## src/verilog/vrlis_pkg.sv

```systemverilog
`default_nettype none
package vrlis_pkg;
    localparam int unsigned N_SRC       = 9;
    localparam int unsigned ADDR_W      = 12;
    localparam int unsigned DATA_W      = 32;
    localparam int unsigned IDX_W       = 8;

    // register indices; byte address is four times the index
    localparam logic [7:0] IDX_STATUS_TWO   = 8'h66;
    localparam logic [7:0] IDX_STATUS_THREE = 8'h6B;
    localparam logic [7:0] IDX_STATUS_FOUR  = 8'h70;
    localparam logic [7:0] IDX_MASK         = 8'h74;
    localparam logic [7:0] IDX_CLEAR        = 8'h75;
    localparam logic [7:0] IDX_PENDING      = 8'h76;

    // source slots in the internal status vector
    localparam int unsigned SRC_GCP   = 0;
    localparam int unsigned SRC_ACR   = 1;
    localparam int unsigned SRC_GAMUT = 2;
    localparam int unsigned SRC_PLL   = 3;
    localparam int unsigned SRC_CLK   = 4;
    localparam int unsigned SRC_STEREO = 5;
    localparam int unsigned SRC_VSYNC = 6;
    localparam int unsigned SRC_DE    = 7;
    localparam int unsigned SRC_ENC   = 8;

    // field positions inside the byte-wide status registers
    localparam int unsigned POS_GCP    = 2;
    localparam int unsigned POS_ACR    = 1;
    localparam int unsigned POS_GAMUT  = 0;
    localparam int unsigned POS_PLL    = 6;
    localparam int unsigned POS_CLK    = 4;
    localparam int unsigned POS_STEREO = 2;
    localparam int unsigned POS_VSYNC  = 1;
    localparam int unsigned POS_DE     = 0;
    localparam int unsigned POS_ENC    = 2;

    localparam logic [8:0]  RST_STATUS = 9'h000;
    localparam logic [8:0]  RST_MASK   = 9'h000;
    localparam logic [31:0] RST_RDATA  = 32'h0000_0000;

    typedef enum logic [0:0] {
        BUS_IDLE = 1'b0,
        BUS_ACK  = 1'b1
    } vrlis_bus_t;
endpackage : vrlis_pkg
`default_nettype wire

```

## src/verilog/vrlis_evt_if.sv

```systemverilog
`timescale 1ns/10ps
`default_nettype none
interface vrlis_evt_if;
    import vrlis_pkg::*;
    logic [N_SRC-1:0] raw;
    logic [N_SRC-1:0] clear;
    logic [N_SRC-1:0] change;
    logic [N_SRC-1:0] status;

    modport ctl (output raw, output clear, input change, input status);
    modport lat (input raw, input clear, output change, output status);
endinterface : vrlis_evt_if
`default_nettype wire

```

## src/verilog/vrlis_latch.sv

```systemverilog
`timescale 1ns/10ps
`default_nettype none
module vrlis_latch (
    input  wire logic    clk,
    input  wire logic    resetn,
    input  wire logic    ce,
    vrlis_evt_if.lat     ev
);
    import vrlis_pkg::*;

    logic [N_SRC-1:0] prev_r;
    logic [N_SRC-1:0] prev_nxt;
    logic [N_SRC-1:0] status_r;
    logic [N_SRC-1:0] status_nxt;
    logic             primed_r;

    genvar i;
    generate
        for (i = 0; i < N_SRC; i++) begin : g_src
            // no change seen until a first sample of the raw level exists
            assign ev.change[i] = primed_r & (ev.raw[i] ^ prev_r[i]);
            // set beats clear so a coincident event is kept
            always_comb begin
                status_nxt[i] = (status_r[i] & ~ev.clear[i]) | ev.change[i];
                prev_nxt[i]   = ev.raw[i];
            end
        end
    endgenerate

    assign ev.status = status_r;

    always_ff @(posedge clk) begin
        if (!resetn) begin
            status_r <= RST_STATUS;
            prev_r   <= RST_STATUS;
            primed_r <= 1'b0;
        end else if (ce) begin
            status_r <= status_nxt;
            prev_r   <= prev_nxt;
            primed_r <= 1'b1;
        end
    end
endmodule : vrlis_latch
`default_nettype wire

```

## src/verilog/vrlis_top.sv

```systemverilog
// Local design decision: register access over APB.
`timescale 1ns/10ps
`default_nettype none
module vrlis_top (
    input  wire logic                        clk,
    input  wire logic                        resetn,
    input  wire logic                        ce,
    input  wire logic                        psel,
    input  wire logic                        penable,
    input  wire logic                        pwrite,
    input  wire logic [vrlis_pkg::ADDR_W-1:0] paddr,
    input  wire logic [vrlis_pkg::DATA_W-1:0] pwdata,
    output logic      [vrlis_pkg::DATA_W-1:0] prdata,
    output logic                             pready,
    output logic                             pslverr,
    input  wire logic                        general_control_packet_raw,
    input  wire logic                        audio_clock_regen_raw,
    input  wire logic                        gamut_metadata_raw,
    input  wire logic                        port_a_pll_lock_raw,
    input  wire logic                        port_a_link_clock_raw,
    input  wire logic                        stereo_video_raw,
    input  wire logic                        vsync_filter_lock_raw,
    input  wire logic                        de_regeneration_lock_raw,
    input  wire logic                        port_a_encryption_raw,
    output logic                             first_interrupt_output
);
    import vrlis_pkg::*;

    vrlis_evt_if ev ();

    vrlis_bus_t          bus_r;
    vrlis_bus_t          bus_nxt;
    logic                pready_r;
    logic                pready_nxt;
    logic                pslverr_r;
    logic                pslverr_nxt;
    logic [DATA_W-1:0]   prdata_r;
    logic [DATA_W-1:0]   prdata_nxt;
    logic [N_SRC-1:0]    mask_r;
    logic [N_SRC-1:0]    mask_nxt;
    logic                irq_r;
    logic                irq_nxt;
    logic [N_SRC-1:0]    clear_pulse;
    logic [N_SRC-1:0]    status;
    logic [N_SRC-1:0]    pending;
    logic [IDX_W-1:0]    idx;
    logic                aligned;
    logic                hit;
    logic                is_status;
    logic                access;
    logic                wr_done;
    logic [DATA_W-1:0]   rd_word;

    // raw levels come from logic on this clock, so no synchroniser
    assign ev.raw = {port_a_encryption_raw,
                     de_regeneration_lock_raw,
                     vsync_filter_lock_raw,
                     stereo_video_raw,
                     port_a_link_clock_raw,
                     port_a_pll_lock_raw,
                     gamut_metadata_raw,
                     audio_clock_regen_raw,
                     general_control_packet_raw};
    assign ev.clear = clear_pulse;
    assign status   = ev.status;

    vrlis_latch u_latch (
        .clk    (clk),
        .resetn (resetn),
        .ce     (ce),
        .ev     (ev)
    );

    assign pending = status & mask_r;

    // address decode: index sits in paddr[9:2], upper bits must be zero
    assign idx     = paddr[9:2];
    assign aligned = (paddr[1:0] == 2'h0) && (paddr[ADDR_W-1:10] == '0);
    assign is_status = (idx == IDX_STATUS_TWO) || (idx == IDX_STATUS_THREE)
                    || (idx == IDX_STATUS_FOUR);
    assign hit = aligned && (is_status || (idx == IDX_MASK)
              || (idx == IDX_CLEAR) || (idx == IDX_PENDING));
    assign access  = psel && penable && pready_r;
    assign wr_done = access && pwrite && hit;

    always_comb begin
        rd_word = RST_RDATA;
        if (aligned) begin
            case (idx)
                IDX_STATUS_TWO: begin
                    rd_word[POS_GCP]   = status[SRC_GCP];
                    rd_word[POS_ACR]   = status[SRC_ACR];
                    rd_word[POS_GAMUT] = status[SRC_GAMUT];
                end
                IDX_STATUS_THREE: begin
                    rd_word[POS_PLL]    = status[SRC_PLL];
                    rd_word[POS_CLK]    = status[SRC_CLK];
                    rd_word[POS_STEREO] = status[SRC_STEREO];
                    rd_word[POS_VSYNC]  = status[SRC_VSYNC];
                    rd_word[POS_DE]     = status[SRC_DE];
                end
                IDX_STATUS_FOUR: begin
                    rd_word[POS_ENC] = status[SRC_ENC];
                end
                IDX_MASK: begin
                    rd_word[N_SRC-1:0] = mask_r;
                end
                IDX_PENDING: begin
                    rd_word[N_SRC-1:0] = pending;
                end
                default: begin
                    rd_word = RST_RDATA;
                end
            endcase
        end
    end

    // clear register is write-one-to-clear and always reads zero
    always_comb begin
        clear_pulse = '0;
        if (wr_done && (idx == IDX_CLEAR)) begin
            clear_pulse = pwdata[N_SRC-1:0];
        end
    end

    // one wait state; read data is sampled at the first access cycle,
    // so an event in that cycle shows on the next read
    always_comb begin
        bus_nxt     = bus_r;
        pready_nxt  = 1'b0;
        pslverr_nxt = 1'b0;
        prdata_nxt  = prdata_r;
        mask_nxt    = mask_r;
        case (bus_r)
            BUS_IDLE: begin
                if (psel && penable) begin
                    bus_nxt     = BUS_ACK;
                    pready_nxt  = 1'b1;
                    pslverr_nxt = !hit;
                    prdata_nxt  = pwrite ? RST_RDATA : rd_word;
                end
            end
            BUS_ACK: begin
                bus_nxt = BUS_IDLE;
            end
            default: begin
                bus_nxt = BUS_IDLE;
            end
        endcase
        // writes to status or pending indices are dropped
        if (wr_done && (idx == IDX_MASK)) begin
            mask_nxt = pwdata[N_SRC-1:0];
        end
        irq_nxt = |pending;
    end

    always_ff @(posedge clk) begin
        if (!resetn) begin
            bus_r     <= BUS_IDLE;
            pready_r  <= 1'b0;
            pslverr_r <= 1'b0;
            prdata_r  <= RST_RDATA;
            mask_r    <= RST_MASK;
            irq_r     <= 1'b0;
        end else if (ce) begin
            bus_r     <= bus_nxt;
            pready_r  <= pready_nxt;
            pslverr_r <= pslverr_nxt;
            prdata_r  <= prdata_nxt;
            mask_r    <= mask_nxt;
            irq_r     <= irq_nxt;
        end
    end

    assign prdata                 = prdata_r;
    assign pready                 = pready_r;
    assign pslverr                = pslverr_r;
    assign first_interrupt_output = irq_r;
endmodule : vrlis_top
`default_nettype wire

```

## config.mk

```make
export PLATFORM = sky130hd
export DESIGN_NAME = vrlis_top
export DESIGN_NICKNAME = d
export VERILOG_FILES = /design/src/verilog/vrlis_pkg.sv /design/src/verilog/vrlis_evt_if.sv /design/src/verilog/vrlis_latch.sv /design/src/verilog/vrlis_top.sv
export SDC_FILE = /design/constraint.sdc
export NUM_CORES = 1
export LEC_CHECK = 0
export ABC_AREA = 1
export BUFFER_PORTS_ARGS = -buffer_cell sky130_fd_sc_hd__buf_4
export CAP_MARGIN = 25
export CORE_MARGIN = 3
export CORE_UTILIZATION = 30
export DETAILED_ROUTE_END_ITERATION = 8
export GPL_TIMING_DRIVEN = 0
export PLACE_DENSITY = 0.65
export SLEW_MARGIN = 20
export SYNTH_ARGS = -nofsm -noshare
export SYNTH_HDL_FRONTEND = slang
export SYNTH_SLANG_ARGS = --single-unit
export TNS_END_PERCENT = 1
```

## constraint.sdc

```tcl
create_clock -name clk -period 4.8 [get_ports clk]
set_input_delay 0.96 -clock clk [delete_from_list [all_inputs] [get_ports clk]]
set_output_delay 0.96 -clock clk [all_outputs]
set_load 0.05 [all_outputs]
```

==> impl_metrics.env <==
export IMPL_status="finished, final reports clean"
export IMPL_ant_nets=0
export IMPL_die_w_um=90.7
export IMPL_antennaDiodeCount=0
export IMPL_place_congestion=0.807
export IMPL_synthXorXnorAreaFrac=0
export IMPL_pwr_share_seq=0.490
export IMPL_area_growth_pct=30.0
export IMPL_wl_per_cell_um=11.2
export IMPL_setup_viol=0
export IMPL_post_cts_resized=0
export IMPL_htree_levels=2
export IMPL_drt_initial_drc_count=51
export IMPL_cts_path_max_buffers=2
export IMPL_pin_count=94
export IMPL_synth_distinct_cells=29
export IMPL_p_total_w=0.000716
export IMPL_cts_setup_buffers=0
export IMPL_crit_family="simple AND/OR/NAND/NOR gates"
export IMPL_synth_edf_count=0
export IMPL_cap_violations=0
export IMPL_setup_ws_ns=2.43
export IMPL_fin_crit_ns=2.37
export IMPL_cts_sinks=40
export IMPL_ys_ff_latch=40
export IMPL_ys_warn_count=0
export IMPL_initial_utilization=0.314
export IMPL_synthCells=309
export IMPL_relSlewSlack=0.482
export IMPL_start_kind="input pin"
export IMPL_stdcell_count=482
export IMPL_synth_top_family_by_area="simple AND/OR/NAND/NOR gates"
export IMPL_drcViolationCount=0
export IMPL_tightest_slew_ns=0.773
export IMPL_clock_fmax_mhz=422
export IMPL_nets=444
export IMPL_cts_tree="built"
export IMPL_drive_above_1_share=0.251
export IMPL_die_h_um=90.7
export IMPL_synth_top_area_share=0.372
export IMPL_worstHoldEndpoint="u_latch.ev.status[5]"
export IMPL_ys_seq_area_frac=0.372
export IMPL_rows=30
export IMPL_critPathBufInv=3
export IMPL_clock_latency_ns=0.29
export IMPL_r2r_start="bus_r"
export IMPL_slew_violations=0
export IMPL_grt_pass1_vias=1938
export IMPL_cts_root_buf="clkbuf_8"
export IMPL_synth_compound_area_frac=0.171
export IMPL_track_usage=0.130
export IMPL_avgSynthCellArea_sq_um=6.97
export IMPL_crit_slowest_cell="nor2_4"
export IMPL_worstHoldPathCells=2
export IMPL_p_sw_w=0.000210
export IMPL_coreArea_sq_um=6870
export IMPL_leakage_nw=1.31
export IMPL_synth_area_top_cells="dfxtp_1 (37%), nand2_1 (10%), buf_4 (8.0%), nor2_1 (7.8%), a21oi_1 (7.0%)"
export IMPL_async_reset_ff_frac=0
export IMPL_rsz0062_at_grt="false"
export IMPL_io_buffers=47
export IMPL_antenna_found_initial=0
export IMPL_cp_arrival_ns=2.56
export IMPL_cp_slowest_stage_delay_ns=0.23
export IMPL_grt_max_degree=12
export IMPL_wirelength_um=5400
export IMPL_synth_common_cells="nand2_1 (58), nor2_1 (45), dfxtp_1 (40)"
export IMPL_synthMuxAreaShare=0
export IMPL_reg2reg_to="mask_r[0]"
export IMPL_hpwl_um=4350
export IMPL_drtPass1Iterations=4
export IMPL_grt_overflow_total=0
export IMPL_grt_pass1_wl_um=8980
export IMPL_cp_required_ns=4.99
export IMPL_synth_most_common_cell="nand2_1"
export IMPL_fin_skew_ns=0.00517
export IMPL_post_place_cells=474
export IMPL_holdBufCountCts=0
export IMPL_die_area_sq_um=8230
export IMPL_hold_start="u_latch.ev.status[5]"
export IMPL_crit_chain="buf_4 -> inv_1 -> nand2_1 -> nor2_4 -> nand3_1 -> nand3_1 -> nor2_2 -> nor2_8 -> nand4_4 -> buf_6 -> nor2_1 -> nor2_1"
export IMPL_post_route_period_util=0.493
export IMPL_clkTransAtPathRegs_ns=0.08
export IMPL_reg2reg_setup_slack_ns=2.97
export IMPL_crit_start="paddr[9]"
export IMPL_synth_adder_area_share=0
export IMPL_comb_power_share=0.184
export IMPL_switching_share=0.293
export IMPL_yosys_area_top_type="dfxtp_1"
export IMPL_crit_path_end_kind="flop"
export IMPL_crit_type="input pin to flop"
export IMPL_power_density_nw_per_um2=256
export IMPL_rr_worst_depth=6
export IMPL_dpl_worst_slack_ns=2.11
export IMPL_synthesis_area_sq_um=2150
export IMPL_critPathMaxFanout=10
export IMPL_power_internal_w=0.000506
export IMPL_ir_worst_vdd_uv=175
export IMPL_synthFlopType="dfxtp_1"
export IMPL_vias=2089
export IMPL_tns_ns=0
export IMPL_hold_violations=0
export IMPL_cts_buffers=5
export IMPL_yosys_area_share_simple=0.310
export IMPL_p_clk_frac=0.326
export IMPL_hp_class="flop to flop"
export IMPL_vias_per_cell=4.33
[sequential cells by signal, indices dropped and copies added (netlist names)]
name / flops
mask_r: 9
prdata: 9
u_latch.ev.status: 9
u_latch.prev_r: 9
bus_r: 1
first_interrupt_output: 1
pslverr: 1
u_latch.primed_r: 1
[layer usage]
metal  wire, um  global-route usage  share of wire
met5          0                   0              0
met4         16              0.0191         0.0030
met3        320              0.0292          0.059
met2       2570               0.225           0.48
met1       2490               0.168           0.46
[layout by cell type, fill, tap and decap left out, drive strengths merged]
cell,count
a21oi,30
a221oi,2
buf,72
clkbuf,13
clkinv,1
conb,23
dfxtp,40
inv,27
nand2,62
nand3,11
nand4,11
nor2,52
nor3,4
o211ai,1
o21ai,32
o221ai,1
o22ai,4
[through the flow]
step | utilization | cell area [sq um] | hold slack (ns)
after floorplan | - | 2240 | 0.435
after global placement | 0.395 | 2710 | 0.448
after detailed placement | 0.395 | 2710 | 0.458
after CTS | 0.408 | 2800 | 0.468
after global routing | 0.408 | 2800 | 0.481
final | 0.408 | 2800 | 0.466
[logic make-up (layout without fill, tap and decap cells)]
kind of cell,after synthesis,after routing
AO/OA/AOI/OAI,70,70
AND/OR/NAND/NOR,140,140
flip-flops,40,40
buffers and inverters,58,113
other,1,23
[power groups by stage]
stage	combinational [W]	clock (W)	sequential, W
floorplan	0.0000877	0	0.000361
global placement	0.000130	0	0.000358
detailed placement	0.000131	0	0.000359
CTS	0.000132	0.000235	0.000351
global route	0.000143	0.000253	0.000353
finish	0.000132	0.000233	0.000351
[layout make-up]
type | count | area [sq um]
Timing Repair Buffer | 47 | 353
Buffer | 30 | 208
Inverter | 28 | 105
Multi-Input combinational cell | 233 | 1120
Tap cell | 96 | 120
Fill cell | 752 | 4070
Sequential cell | 40 | 801
Clock buffer | 8 | 90.1
[worst max-delay path by stage]
stage          slack (ns)  cells past startpoint         to
6_report             2.43                     12  mask_r[0]
5_1_grt              2.29                     12  mask_r[5]
4_1_cts              2.41                     12  mask_r[0]
3_5_place_dp         2.11                     12  mask_r[0]
3_3_place_gp         2.14                     12  mask_r[8]
2_1_floorplan        2.51                     11  mask_r[8]
[tightest hold or removal path, delay by kind of cell (launching register included)]
family / cells / cell delay [ns]
DFF: 1 / 0.31
and+or+nand+nor: 1 / 0.06
AOI/OAI and AO/OA: 1 / 0.05
No activity file was read; power rests on OpenSTA's default activity.
